`src/rtl/lbx_map.vh`:
```
/*
 constants for the logic/branch/swap execute unit: opcode fields, flag bit
 positions, condition codes and reset values. assumes plain Verilog-2005.
*/
`ifndef LBX_MAP_VH
`define LBX_MAP_VH
// flag bit positions inside the program status word
`define LBX_FLAG_Z 0
`define LBX_FLAG_S 1
`define LBX_FLAG_OV 2
`define LBX_FLAG_CY 3
`define LBX_FLAG_SAT 4
// first-halfword opcode fields
`define LBX_OPC_AND 6'h0A
`define LBX_OPC_BITWISE_AND_IMM_OP 6'h36
`define LBX_OPC_ADD_IMMEDIATE_OP 6'h30
`define LBX_OPC_BCOND 4'hB
`define LBX_OPC_TABLE_LOOKUP_CALL_OP 10'h008
`define LBX_OPC_EXT 6'h3F
`define LBX_OPC_CLR1D 6'h3E
// second-halfword codes
`define LBX_SUB_BSH 11'h342
`define LBX_SUB_BSW 11'h340
`define LBX_SUB_CONDITIONAL_MOVE_OP 6'h19
`define LBX_SUB_CMOVI 6'h18
`define LBX_SUB_CLR1R 16'h00E4
// condition codes
`define LBX_CC_V 4'h0
`define LBX_CC_C 4'h1
`define LBX_CC_Z 4'h2
`define LBX_CC_NH 4'h3
`define LBX_CC_N 4'h4
`define LBX_CC_T 4'h5
`define LBX_CC_LT 4'h6
`define LBX_CC_LE 4'h7
`define LBX_CC_NV 4'h8
`define LBX_CC_NC 4'h9
`define LBX_CC_NZ 4'hA
`define LBX_CC_H 4'hB
`define LBX_CC_P 4'hC
`define LBX_CC_SA 4'hD
`define LBX_CC_GE 4'hE
`define LBX_CC_GT 4'hF
// reset values and sequential step
`define LBX_RST_WORD 32'h00000000
`define LBX_RST_FLAGS 5'h00
`define LBX_PC_STEP2 32'h00000002
`define LBX_PC_STEP4 32'h00000004
`endif

```
`src/rtl/lbx_exec_unit.v`:
```
/*
 execute stage for a group of instructions: add immediate, and, and immediate,
 conditional branch, byte swaps, table-lookup call, memory bit clear and
 conditional move. assumes the register file answers reads combinationally on
 the same clock, and data memory answers a read one cycle after mem_rd_o.
*/
// The plain strobed port and the register offsets are this design's own decisions.
// Function
// - add immediate: sign-extend 16-bit immediate, add to first source, write destination
// - register and: destination AND source back to destination, opcode 001010
// - and immediate zero-extends immediate, clears overflow, sets zero on zero result
// - and and swaps clear overflow, sign follows result bit 31
// - register and sets zero on zero result, keeps carry and saturation
// - conditional branch tests selected flags, branches or falls through, no flag change
// - branch displacement bit 0 forced zero, nine bits sign-extended
// - branch target is branch address plus displacement
// - signed codes 1110, 0110, 1111, 0111 use sign xor overflow and zero
// - unsigned codes 1011, 0011, 0001, 1001 use carry and zero
// - other codes test zero, sign, overflow, saturation or always
// - halfword swap byte order; carry when a lower result byte is zero
// - halfword swap zero flag from lower result halfword only
// - word swap reverses bytes; carry on any zero byte, zero on zero word
// - table call saves next address and status word first
// - table entry address is base plus immediate shifted left one
// - table call target is base plus loaded halfword, no flag change
// - table call may pause after memory cycle for interrupt, then resumes
// - bit clear reads byte, clears bit, writes back; two address forms
// - bit clear zero flag is inverse of old bit, other flags kept
// - conditional move picks first source or second register by condition
// - immediate conditional move writes sign-extended 5-bit immediate when taken
// - flags not named by an instruction keep their previous value
`timescale 1ns/1ps
`include "lbx_map.vh"
module lbx_exec_unit
(
	input wire mclk_i,
	input wire rst_i,
	input wire start_i,
	input wire [31:0] instr_i,
	input wire [31:0] pc_i,
	input wire [31:0] rs1_data_i,
	input wire [31:0] rs2_data_i,
	input wire [31:0] call_table_base_i,
	input wire [4:0] psw_flags_i,
	input wire [31:0] psw_word_i,
	input wire [15:0] mem_rdata_i,
	input wire irq_pending_i,
	output reg [4:0] rs1_addr_o,
	output reg [4:0] rs2_addr_o,
	output reg busy_o,
	output reg done_o,
	output reg illegal_o,
	output reg rd_we_o,
	output reg [4:0] rd_addr_o,
	output reg [31:0] rd_data_o,
	output reg flags_we_o,
	output reg [4:0] flags_o,
	output reg pc_we_o,
	output reg [31:0] pc_o,
	output reg ct_save_we_o,
	output reg [31:0] call_return_pc_save_o,
	output reg [31:0] call_return_status_save_o,
	output reg mem_rd_o,
	output reg mem_wr_o,
	output reg mem_half_o,
	output reg [31:0] mem_addr_o,
	output reg [7:0] mem_wdata_o,
	output reg suspended_o
);

// one-hot states; both memory ops pass through the read wait before use
localparam ST_IDLE = 6'h01;
localparam ST_EXEC = 6'h02;
localparam ST_RDWAIT = 6'h04;
localparam ST_FINISH = 6'h08;
localparam ST_HOLD = 6'h10;
localparam ST_MEMWAIT = 6'h20;

reg [5:0] state_reg;
reg [31:0] instr_reg;
reg [31:0] pc_reg;
reg [31:0] addr_reg;
reg [2:0] bitno_reg;
reg is_call_reg;

wire [5:0] opc = instr_reg[10:5];
wire [4:0] f_r1 = instr_reg[4:0];
wire [4:0] f_r2 = instr_reg[15:11];
wire [4:0] f_r3 = instr_reg[31:27];
wire [15:0] imm16 = instr_reg[31:16];
wire is_and = (opc == `LBX_OPC_AND);
wire is_bitwise_and_imm_op = (opc == `LBX_OPC_BITWISE_AND_IMM_OP);
wire is_add_immediate_op = (opc == `LBX_OPC_ADD_IMMEDIATE_OP);
wire is_bcond = (instr_reg[10:7] == `LBX_OPC_BCOND);
wire is_table_lookup_call_op = (instr_reg[15:6] == `LBX_OPC_TABLE_LOOKUP_CALL_OP);
wire is_ext = (opc == `LBX_OPC_EXT);
wire is_bsh = is_ext && (instr_reg[26:16] == `LBX_SUB_BSH);
wire is_bsw = is_ext && (instr_reg[26:16] == `LBX_SUB_BSW);
wire is_conditional_move_op = is_ext && (instr_reg[26:21] == `LBX_SUB_CONDITIONAL_MOVE_OP) && !instr_reg[16];
wire is_cmovi = is_ext && (instr_reg[26:21] == `LBX_SUB_CMOVI) && !instr_reg[16];
wire is_clrd = (opc == `LBX_OPC_CLR1D) && (instr_reg[15:14] == 2'b10);
wire is_clrr = is_ext && (instr_reg[31:16] == `LBX_SUB_CLR1R);

wire fz = psw_flags_i[`LBX_FLAG_Z];
wire fs = psw_flags_i[`LBX_FLAG_S];
wire fov = psw_flags_i[`LBX_FLAG_OV];
wire fcy = psw_flags_i[`LBX_FLAG_CY];
wire fsat = psw_flags_i[`LBX_FLAG_SAT];

function cond_ok;
	input [3:0] cc;
	input z, s, ov, cy, saturation_flag;
	begin
		case (cc)
			`LBX_CC_GE: cond_ok = ((s ^ ov) == 1'b0);
			`LBX_CC_LT: cond_ok = ((s ^ ov) == 1'b1);
			`LBX_CC_GT: cond_ok = (((s ^ ov) | z) == 1'b0);
			`LBX_CC_LE: cond_ok = (((s ^ ov) | z) == 1'b1);
			`LBX_CC_H: cond_ok = ((cy | z) == 1'b0);
			`LBX_CC_NH: cond_ok = ((cy | z) == 1'b1);
			`LBX_CC_C: cond_ok = cy;
			`LBX_CC_NC: cond_ok = !cy;
			`LBX_CC_Z: cond_ok = z;
			`LBX_CC_NZ: cond_ok = !z;
			`LBX_CC_N: cond_ok = s;
			`LBX_CC_P: cond_ok = !s;
			`LBX_CC_V: cond_ok = ov;
			`LBX_CC_NV: cond_ok = !ov;
			`LBX_CC_SA: cond_ok = saturation_flag;
			`LBX_CC_T: cond_ok = 1'b1;
			default: cond_ok = 1'b0;
		endcase
	end
endfunction

// register file ports follow the latched instruction; for swaps the source
// sits in the second-register field, for register-form bit clear it gives the bit number
always @*
begin
	rs1_addr_o = f_r1;
	rs2_addr_o = f_r2;
end

wire [31:0] and_res = rs2_data_i & rs1_data_i;
wire [31:0] bitwise_and_imm_op_res = rs1_data_i & {16'h0000, imm16};
// a 33-bit sum keeps the carry out of bit 31 for the flag write
wire [32:0] add_immediate_op_sum = {1'b0, rs1_data_i} + {1'b0, {16{imm16[15]}}, imm16};
wire [31:0] add_immediate_op_res = add_immediate_op_sum[31:0];
wire add_immediate_op_cy = add_immediate_op_sum[32];
// overflow only when both operands share a sign that the sum does not
wire add_immediate_op_ov = (rs1_data_i[31] == imm16[15]) && (add_immediate_op_res[31] != rs1_data_i[31]);
wire add_immediate_op_z = (add_immediate_op_res == 32'h00000000);
wire [31:0] bsh_res = {rs2_data_i[23:16], rs2_data_i[31:24],
	rs2_data_i[7:0], rs2_data_i[15:8]};
wire [31:0] bsw_res = {rs2_data_i[7:0], rs2_data_i[15:8],
	rs2_data_i[23:16], rs2_data_i[31:24]};
wire [31:0] bdisp = {{23{instr_reg[15]}}, instr_reg[15:11], instr_reg[6:4], 1'b0};
wire [31:0] btarget = pc_reg + bdisp;
wire bc_ok = cond_ok(instr_reg[3:0], fz, fs, fov, fcy, fsat);
wire cm_ok = cond_ok(instr_reg[20:17], fz, fs, fov, fcy, fsat);
wire [31:0] cmi_val = {{27{instr_reg[4]}}, instr_reg[4:0]};
wire [31:0] ct_addr = call_table_base_i + {25'h0000000, instr_reg[5:0], 1'b0};
wire [7:0] old_byte = addr_reg[0] ? mem_rdata_i[15:8] : mem_rdata_i[7:0];
wire old_bit = old_byte[bitno_reg];

function [4:0] mk_flags;
	input z, s, ov, cy, saturation_flag;
	begin
		mk_flags = 5'h00;
		mk_flags[`LBX_FLAG_Z] = z;
		mk_flags[`LBX_FLAG_S] = s;
		mk_flags[`LBX_FLAG_OV] = ov;
		mk_flags[`LBX_FLAG_CY] = cy;
		mk_flags[`LBX_FLAG_SAT] = saturation_flag;
	end
endfunction

always @(posedge mclk_i)
begin
	if (rst_i)
	begin
		state_reg <= ST_IDLE;
		instr_reg <= `LBX_RST_WORD;
		pc_reg <= `LBX_RST_WORD;
		addr_reg <= `LBX_RST_WORD;
		bitno_reg <= 3'h0;
		is_call_reg <= 1'b0;
		busy_o <= 1'b0;
		done_o <= 1'b0;
		illegal_o <= 1'b0;
		rd_we_o <= 1'b0;
		rd_addr_o <= 5'h00;
		rd_data_o <= `LBX_RST_WORD;
		flags_we_o <= 1'b0;
		flags_o <= `LBX_RST_FLAGS;
		pc_we_o <= 1'b0;
		pc_o <= `LBX_RST_WORD;
		ct_save_we_o <= 1'b0;
		call_return_pc_save_o <= `LBX_RST_WORD;
		call_return_status_save_o <= `LBX_RST_WORD;
		mem_rd_o <= 1'b0;
		mem_wr_o <= 1'b0;
		mem_half_o <= 1'b0;
		mem_addr_o <= `LBX_RST_WORD;
		mem_wdata_o <= 8'h00;
		suspended_o <= 1'b0;
	end
	else
	begin
		done_o <= 1'b0;
		illegal_o <= 1'b0;
		rd_we_o <= 1'b0;
		flags_we_o <= 1'b0;
		pc_we_o <= 1'b0;
		ct_save_we_o <= 1'b0;
		mem_rd_o <= 1'b0;
		mem_wr_o <= 1'b0;
		case (state_reg)
			ST_IDLE:
			begin
				if (start_i)
				begin
					instr_reg <= instr_i;
					pc_reg <= pc_i;
					busy_o <= 1'b1;
					state_reg <= ST_EXEC;
				end
			end
			ST_EXEC:
			begin
				// flags not listed here are written back unchanged
				flags_o <= psw_flags_i;
				rd_addr_o <= f_r2;
				state_reg <= ST_FINISH;
				if (is_and)
				begin
					rd_we_o <= 1'b1;
					rd_data_o <= and_res;
					flags_we_o <= 1'b1;
					flags_o <= mk_flags(and_res == 32'h00000000, and_res[31], 1'b0,
						fcy, fsat);
				end
				else if (is_bitwise_and_imm_op)
				begin
					rd_we_o <= 1'b1;
					rd_data_o <= bitwise_and_imm_op_res;
					flags_we_o <= 1'b1;
					flags_o <= mk_flags(bitwise_and_imm_op_res == 32'h00000000, fs, 1'b0,
						fcy, fsat);
				end
				else if (is_add_immediate_op)
				begin
					rd_we_o <= 1'b1;
					rd_data_o <= add_immediate_op_res;
					flags_we_o <= 1'b1;
					flags_o <= mk_flags(add_immediate_op_z, add_immediate_op_res[31], add_immediate_op_ov, add_immediate_op_cy,
						fsat);
				end
				else if (is_bcond)
				begin
					// no flag write for branches
					pc_we_o <= 1'b1;
					pc_o <= bc_ok ? btarget : (pc_reg + `LBX_PC_STEP2);
				end
				else if (is_bsh || is_bsw)
				begin
					rd_we_o <= 1'b1;
					rd_addr_o <= f_r3;
					rd_data_o <= is_bsh ? bsh_res : bsw_res;
					flags_we_o <= 1'b1;
					if (is_bsh)
						flags_o <= mk_flags(bsh_res[15:0] == 16'h0000, bsh_res[31], 1'b0,
							(bsh_res[7:0] == 8'h00) || (bsh_res[15:8] == 8'h00),
							fsat);
					else
						flags_o <= mk_flags(bsw_res == 32'h00000000, bsw_res[31], 1'b0,
							(bsw_res[7:0] == 8'h00) || (bsw_res[15:8] == 8'h00) ||
							(bsw_res[23:16] == 8'h00) || (bsw_res[31:24] == 8'h00),
							fsat);
				end
				else if (is_conditional_move_op || is_cmovi)
				begin
					rd_we_o <= 1'b1;
					rd_addr_o <= f_r3;
					if (cm_ok)
						rd_data_o <= is_conditional_move_op ? rs1_data_i : cmi_val;
					else
						rd_data_o <= rs2_data_i;
				end
				else if (is_table_lookup_call_op)
				begin
					// save goes out in the same cycle as the table read strobe
					ct_save_we_o <= 1'b1;
					call_return_pc_save_o <= pc_reg + `LBX_PC_STEP2;
					call_return_status_save_o <= psw_word_i;
					mem_rd_o <= 1'b1;
					mem_half_o <= 1'b1;
					mem_addr_o <= ct_addr;
					is_call_reg <= 1'b1;
					state_reg <= ST_MEMWAIT;
				end
				else if (is_clrd || is_clrr)
				begin
					addr_reg <= is_clrd ? (rs1_data_i + {{16{imm16[15]}}, imm16})
						: rs1_data_i;
					bitno_reg <= is_clrd ? instr_reg[13:11] : rs2_data_i[2:0];
					mem_rd_o <= 1'b1;
					mem_half_o <= 1'b0;
					mem_addr_o <= is_clrd ? (rs1_data_i + {{16{imm16[15]}}, imm16})
						: rs1_data_i;
					is_call_reg <= 1'b0;
					state_reg <= ST_MEMWAIT;
				end
				else
				begin
					// unknown codes write nothing and only report themselves
					illegal_o <= 1'b1;
				end
			end
			ST_MEMWAIT:
			begin
				// read data stand only in the cycle after the strobe, so one
				// edge passes before the memory answer is used
				state_reg <= ST_RDWAIT;
			end
			ST_RDWAIT:
			begin
				if (is_call_reg)
				begin
					pc_we_o <= 1'b1;
					pc_o <= call_table_base_i + {16'h0000, mem_rdata_i};
				end
				else
				begin
					mem_wr_o <= 1'b1;
					mem_wdata_o <= old_byte & ~(8'h01 << bitno_reg);
					flags_we_o <= 1'b1;
					flags_o <= mk_flags(!old_bit, fs, fov, fcy, fsat);
				end
				// an interrupt may park the unit once the memory cycle is done
				if (irq_pending_i)
				begin
					suspended_o <= 1'b1;
					state_reg <= ST_HOLD;
				end
				else
					state_reg <= ST_FINISH;
			end
			ST_HOLD:
			begin
				// the write-back or jump has already gone out; only done waits here
				if (!irq_pending_i)
				begin
					suspended_o <= 1'b0;
					state_reg <= ST_FINISH;
				end
			end
			ST_FINISH:
			begin
				done_o <= 1'b1;
				busy_o <= 1'b0;
				state_reg <= ST_IDLE;
			end
			default:
				state_reg <= ST_IDLE;
		endcase
	end
end

endmodule

```
`config.mk`:
```
export PLATFORM = sky130hd
export DESIGN_NAME = lbx_exec_unit
export DESIGN_NICKNAME = d
export VERILOG_FILES = /design/src/rtl/lbx_exec_unit.v
export VERILOG_INCLUDE_DIRS = /design/src /design/src/rtl
export SDC_FILE = /design/constraint.sdc
export NUM_CORES = 1
export LEC_CHECK = 0
export BUFFER_PORTS_ARGS = -buffer_cell sky130_fd_sc_hd__buf_2
export CORE_MARGIN = 2
export CORE_UTILIZATION = 35
export DETAILED_ROUTE_END_ITERATION = 7
export GPL_TIMING_DRIVEN = 1
export SYNTH_ARGS = -nofsm -noshare
export SYNTH_HDL_FRONTEND = slang
export SYNTH_SLANG_ARGS = --single-unit
```
`constraint.sdc`:
```
create_clock -name mclk_i -period 4.97 [get_ports mclk_i]
set_clock_uncertainty 0.1 [all_clocks]
set_input_delay 0.497 -clock mclk_i [delete_from_list [all_inputs] [get_ports mclk_i]]
set_output_delay 0.497 -clock mclk_i [all_outputs]
set_load 0.01 [all_outputs]
```
==> run_results.csv, run 1 <==
group,metric,value,unit
run,drv_cap,0,
sta,period_share,0.871,
status,outcome,"complete, no violations",
sta,worst_slew_pin_slew,1.10,ns
critical_path,worstSetupPathType,"reg -> reg",
cts,cts-buffers-inserted,34,
sta,setup_viol,0,
cts,post_cts_buffers,0,
die,num_rows,84,
synthesis,mappedNetlistArea,18500,sq um
sta,period_needed,4.33,ns
sta,setup_ws,0.641,ns
sta,hold_slack,0.0643,ns
placement,pre_cts_ws,0.472,ns
hold_path,hold_path.class,"in -> reg",
sta,relSlewSlack,0.270,
critical_path,cp-end-kind,"flip-flop",
placement,hpwl,69100,um
synthesis,ys_warn_count,0,
critical_path,cp_cell_sequence,"buf_4, ha_1, a21o_1, a2111oi_0, a21oi_1, nor2_1, xnor2_1, or4_1, or4_1, or4_1, a221oi_2",
critical_path,critPathArrivalTime,4.72,ns
synthesis,ys_ff_latch,263,
drt,viasPerCell,5.92,
synthesis,netlist_instances,2515,
sta,slew_violations,0,
placement,place_inst,3490,
die,ioPinCount,416,
die,die_area,54700,sq um
power,seq_power_share,0.363,
synthesis,synth.area.mux_share,0.0360,
cts,clockBufferDepth,3,
synthesis,synth_top_family_by_area,"compound AO/OA/AOI/OAI gates",
power,ir_drop,0.000194,V
cts,cts.sinks,263,
sta,finalHoldViolCount,0,
cts,cts.repair.resized,0,
drt,vias,21052,
global_routing,antenna_found_initial,14,
power,combinationalPowerShare,0.226,
drt,drt_iter0_markers,1974,
drt,drt-wirelength-per-cell,25.1,um
critical_path,required,5.36,ns
cts,cts_tree,"done",
drt,drt-total-wl,89200,um
drt,drcViolationCount,0,
drt,drtAntennaViolNets,0,
synthesis,synth-simple-area-share,0.214,
synthesis,yosysUniqueCellTypes,89,
final_layout,syn_to_final_growth,20.4,%
power,leakage,9.41,nW
synthesis,async_reset_ff_frac,0,
sta,rsz0062_at_grt,"no",
synthesis,synth_ff_type,"dfxtp_1",
final_layout,final_cells,3555,
synthesis,synth_compound_area_frac,0.291,
critical_path,critPathMaxFanout,11,
global_routing,grt_max_degree,90,
global_routing,grt-ovfl-total,0,
synthesis,synthXorXnorAreaFrac,0.0639,
critical_path,slowest_stage,"dfxtp_1",
final_layout,fin_nets,3144,
cts,clock_latency,0.57,ns
cts,htreeDepth,2,
sta,fmax,0.231,GHz
die,die_w,234,um
synthesis,avgSynthCellArea,7.36,sq um
placement,port_buffers,415,
final_layout,drive_gt1_frac,0.194,
sta,tns,0,ns
die,fp.coreArea,52400,sq um
global_routing,first_global_vias,19296,
synthesis,synth_nets,2821,
power,p_switching,2.06,mW
placement,place_area,21200,sq um
synthesis,synth_edf_count,0,
critical_path,crit_top_cell,"or4_1",
power,internal_power,4.10,mW
critical_path,cpPeakStageDelay,0.69,ns
power,switching_share,0.334,
drt,dr.pass1.iters,5,
placement,routabilityCongestion,1.00,
synthesis,synth_adder_area_share,0.0618,
die,die_h,234,um
cts,clkTransAtPathRegs,0.07,ns
synthesis,synth_seq_area_share,0.284,
power,p_clk_frac,0.411,
cts,cts_hold_buf,0,
global_routing,grt_first_pass_wirelength,127000,um
global_routing,grt_util_all_layers,0.311,
final_layout,fin_util,0.425,
die,start_util,0.353,
final_layout,final_common_cell,"nand2_1",
final_layout,design_area,22300,sq um
power,totalPowerFinal,6.16,mW
final_layout,layout_common_cells,"nand2_1 (438), buf_2 (414), a21oi_1 (312)",
critical_path,startpoint_type,"flip-flop",
cts,cts_root_buf,"clkbuf_16",
power,power_density,276,nW/um^2
[cell families after synthesis]
group | after synthesis
and+or+nand+nor | 892
AOI/OAI and AO/OA | 853
muxes | 65
DFF | 263
adders and majority gates | 89
xor gates and xnor gates | 135
buffers and inverters | 218
[metal layers]
layer / vias to the layer above / wire [um] / track usage
met2: 1027 / 39500 / 0.485
met4: 12 / 4530 / 0.150
li1: 9782 / - / -
met1: 10021 / 37200 / 0.408
met5: - / 79 / 0
met3: 210 / 7900 / 0.0631
[cells in the mapped netlist (all sizes together), types with 19 or more instances]
cell type | number | area share
ha | 85 | 0.057
nor4 | 21 | 0.0071
nand3 | 47 | 0.013
mux2i | 62 | 0.034
o211ai | 53 | 0.022
inv | 40 | 0.0081
nor3 | 40 | 0.011
dfxtp | 263 | 0.28
xnor2 | 71 | 0.034
buf | 32 | 0.010
a31oi | 39 | 0.013
nand4 | 25 | 0.0084
nor2 | 207 | 0.042
a21oi | 313 | 0.085
and3 | 25 | 0.0084
a21o | 48 | 0.019
o21a | 19 | 0.0077
nand2 | 438 | 0.089
xor2 | 64 | 0.030
a311oi | 19 | 0.0090
a211oi | 86 | 0.035
o21ai | 151 | 0.041
clkbuf | 144 | 0.030
[critical path: cells and delay by family (launching register included)]
| family | cells | cell delay (ns) |
|---|---|---|
| adders and majority gates | 1 | 0.35 |
| AOI/OAI and AO/OA | 4 | 1.14 |
| and+or+nand+nor | 4 | 1.51 |
| DFF | 1 | 0.69 |
| xor gates and xnor gates | 1 | 0.14 |
| buffers and inverters | 1 | 0.31 |
[power by group through the flow]
stage / clock network (mW) / registers (mW) / logic (mW)
CTS: 2.55 / 2.24 / 1.36
global placement: 0 / 2.28 / 1.35
floorplan: 0 / 2.25 / 0.839
detailed placement: 0 / 2.28 / 1.35
global route: 2.63 / 2.24 / 1.49
finish: 2.53 / 2.24 / 1.39
[final cells by class]
type	instances	area [sq um]
timing repair buffer	464	2450
multi-input combinational	2034	12400
sequential	263	5270
clock buffer	45	942
fill	5440	30200
inverter	41	154
antenna	8	20.0
tap	688	861
clock inverter	12	178
[final timing paths]
| path | from | to | slack [ns] | depth (start not counted) |
|---|---|---|---|---|
| worst min-delay path | psw_word_i[6] | call_return_status_save_o[6]$_SDFFE_PP0P_ | 0.06 | 3 |
| worst min register to register | pc_o[6]$_SDFFE_PP0P_ | pc_o[6]$_SDFFE_PP0P_ | 0.35 | 2 |
| worst max-delay path | instr_reg[31]$_SDFFE_PP0P_ | flags_o[0]$_SDFFE_PP0P_ | 0.64 | 11 |
| worst max register to register | instr_reg[31]$_SDFFE_PP0P_ | flags_o[0]$_SDFFE_PP0P_ | 0.64 | 11 |
(Power assumes the default switching activity.)
==> inputs of run 2 (changes only) <==
--- a/config.mk
+++ b/config.mk
@@ -9,6 +9,7 @@
 export BUFFER_PORTS_ARGS = -buffer_cell sky130_fd_sc_hd__buf_2
 export CORE_MARGIN = 2
 export CORE_UTILIZATION = 35
+export CTS_BUF_LIST = sky130_fd_sc_hd__clkbuf_8
 export DETAILED_ROUTE_END_ITERATION = 7
 export GPL_TIMING_DRIVEN = 1
 export SYNTH_ARGS = -nofsm -noshare
==> run 2 against run 1 <==
Cell area rose by 4.4%. First-iteration DRC count rose by 17%. Sequential power is essentially flat. Combinational power increased by 4%. Via count rose by 2.8%. Cell count is 3.6% higher. Power is 1.1% higher. Largest cell class unchanged. Highest routed layer unchanged. Non-clock buffer count grew 92.
==> run_results.csv, run 2 (synthesized netlist as in run 1, its figures left out) <==
group,metric,value,unit
run,drv_cap,0,
drt,drtAntennaViolNets,0,
final_layout,final_common_cell,"nand2_1",
global_routing,first_global_vias,19996,
hold_path,hold_path.startpoint,"irq_pending_i",
critical_path,cp-end-kind,"flip-flop",
power,totalPowerFinal,6.23,mW
cts,cts_tree,"done",
sta,rsz0062_at_grt,"no",
drt,viasPerCell,5.87,
placement,place_area,21200,sq um
critical_path,reg2reg_depth,11,
status,outcome,"complete, no violations",
power,leakage,9.90,nW
final_layout,design_area,23300,sq um
final_layout,nFillCells,5351,
sta,period_share,0.858,
power,ir_drop,0.000169,V
cts,cts.sinks,263,
sta,relSlewSlack,0.265,
placement,routabilityCongestion,1.00,
die,die_area,54700,sq um
die,die_h,234,um
global_routing,grt-ovfl-total,0,
drt,drt-wirelength-per-cell,24.6,um
sta,worst_slew_pin_slew,1.10,ns
global_routing,grt_first_pass_wirelength,129000,um
global_routing,antenna_found_initial,15,
placement,pre_cts_ws,0.472,ns
critical_path,reg2reg_slack,0.71,ns
drt,met2_length,40300,um
hold_path,hold_depth,3,
sta,setup_ws,0.707,ns
sta,fmax,0.235,GHz
placement,hpwl,69100,um
critical_path,critPathMaxFanout,11,
cts,cts_root_buf,"clkbuf_8",
critical_path,required,5.46,ns
power,power_density,268,nW/um^2
die,ioPinCount,416,
critical_path,rr_endpoint,"flags_o[0]$_SDFFE_PP0P_",
die,num_rows,84,
cts,clockBufferDepth,3,
sta,tns,0,ns
global_routing,grt_util_all_layers,0.316,
placement,port_buffers,415,
sta,slew_violations,0,
die,start_util,0.353,
drt,wl_met3,7890,um
drt,maxUsedRoutingLayer,"met5",
sta,period_needed,4.26,ns
critical_path,startpoint_type,"flip-flop",
die,die_w,234,um
cts,clock_latency,0.68,ns
cts,post_cts_buffers,0,
critical_path,critPathArrivalTime,4.76,ns
cts,cts-buffers-inserted,50,
critical_path,r2r-start,"instr_reg[31]$_SDFFE_PP0P_",
die,fp.coreArea,52400,sq um
hold_path,holdPathEnd,"suspended_o$_SDFFE_PP0P_",
cts,htreeDepth,2,
final_layout,syn_to_final_growth,25.7,%
final_layout,drive_gt1_frac,0.196,
global_routing,grt_max_degree,90,
critical_path,worstSetupPathType,"reg -> reg",
sta,finalHoldViolCount,0,
drt,drt_iter0_markers,2303,
sta,setup_viol,0,
drt,dr.pass1.iters,6,
final_layout,fin_nets,3252,
hold_path,hold_path.class,"in -> reg",
final_layout,layout_common_cells,"nand2_1 (438), buf_2 (414), a21oi_1 (312)",
drt,drt-total-wl,90700,um
drt,drcViolationCount,0,
drt,wl_met1,37500,um
cts,clkTransAtPathRegs,0.08,ns
drt,vias,21631,
sta,hold_slack,0.0500,ns
run 2: changes by cell type in the layout (fill, tap and decap cells not counted), moves of 6 or more:
cell and change:
inv_1 +9, dlygate4sd3_1 +92, clkbuf_8 +57, clkbuf_1 -6, clkbuf_16 -34, clkinv_2 +8
run 2: worst max path at each step:
stage | from | end | slack [ns]
after floorplan | rs1_data_i[0] | flags_o[0]$_SDFFE_PP0P_ | 1.07
after global placement | rs1_data_i[0] | flags_o[0]$_SDFFE_PP0P_ | 0.49
after detailed placement | rs1_data_i[0] | flags_o[0]$_SDFFE_PP0P_ | 0.47
after CTS | instr_reg[31]$_SDFFE_PP0P_ | flags_o[0]$_SDFFE_PP0P_ | 0.78
after global routing | instr_reg[31]$_SDFFE_PP0P_ | flags_o[0]$_SDFFE_PP0P_ | 0.43
final | instr_reg[31]$_SDFFE_PP0P_ | flags_o[0]$_SDFFE_PP0P_ | 0.71
run 2: repair_timing:
item | CTS | global route
setup endpoints to repair | 0 | 0
gates resized for setup | 0 | 0
hold buffers | 92 | 0
endpoints found under the hold margin | 92 | 0
run 2: worst max-delay path: stages, from the launching register on:
cell and delay, ns:
dfxtp_1 0.68, buf_4 0.31, ha_1 0.35, a21o_1 0.26
a2111oi_0 0.45, a21oi_1 0.17, nor2_1 0.16, xnor2_1 0.13
or4_1 0.42, or4_1 0.50, or4_1 0.43, a221oi_2 0.24
run 2: layer usage:
| metal | vias to the layer above | GRT usage |
|---|---|---|
| met5 | - | 0 |
| met4 | 12 | 0.158 |
| met3 | 243 | 0.0677 |
| met2 | 1066 | 0.494 |
| met1 | 10301 | 0.409 |
| li1 | 10009 | - |
run 2: stage by stage:
stage | utilization | cells
6_report | 0.444 | 3682
5_1_grt | 0.444 | 3681
4_1_cts | 0.443 | 3673
2_1_floorplan | - | 2515
3_5_place_dp | 0.403 | 3490
3_3_place_gp | 0.403 | 3490
run 2: where the power goes:
group	total [mW]	internal, mW	switching [mW]	leakage (nW)
combinational	1.45	0.538	0.912	7.14
clock	2.54	1.45	1.08	0.633
sequential	2.24	2.15	0.0849	2.13
run 2: final cells by class:
class,count,area (sq um),area share
repair buffers,556,3370,0.145
inverters,41,154,0.00661
flip-flops and latches,263,5270,0.226
clock buffers,62,853,0.0367
clock inverters,29,319,0.0137
multi-input cells,2034,12400,0.534
well taps,688,861,0.0370
diodes,9,22.5,0.000968
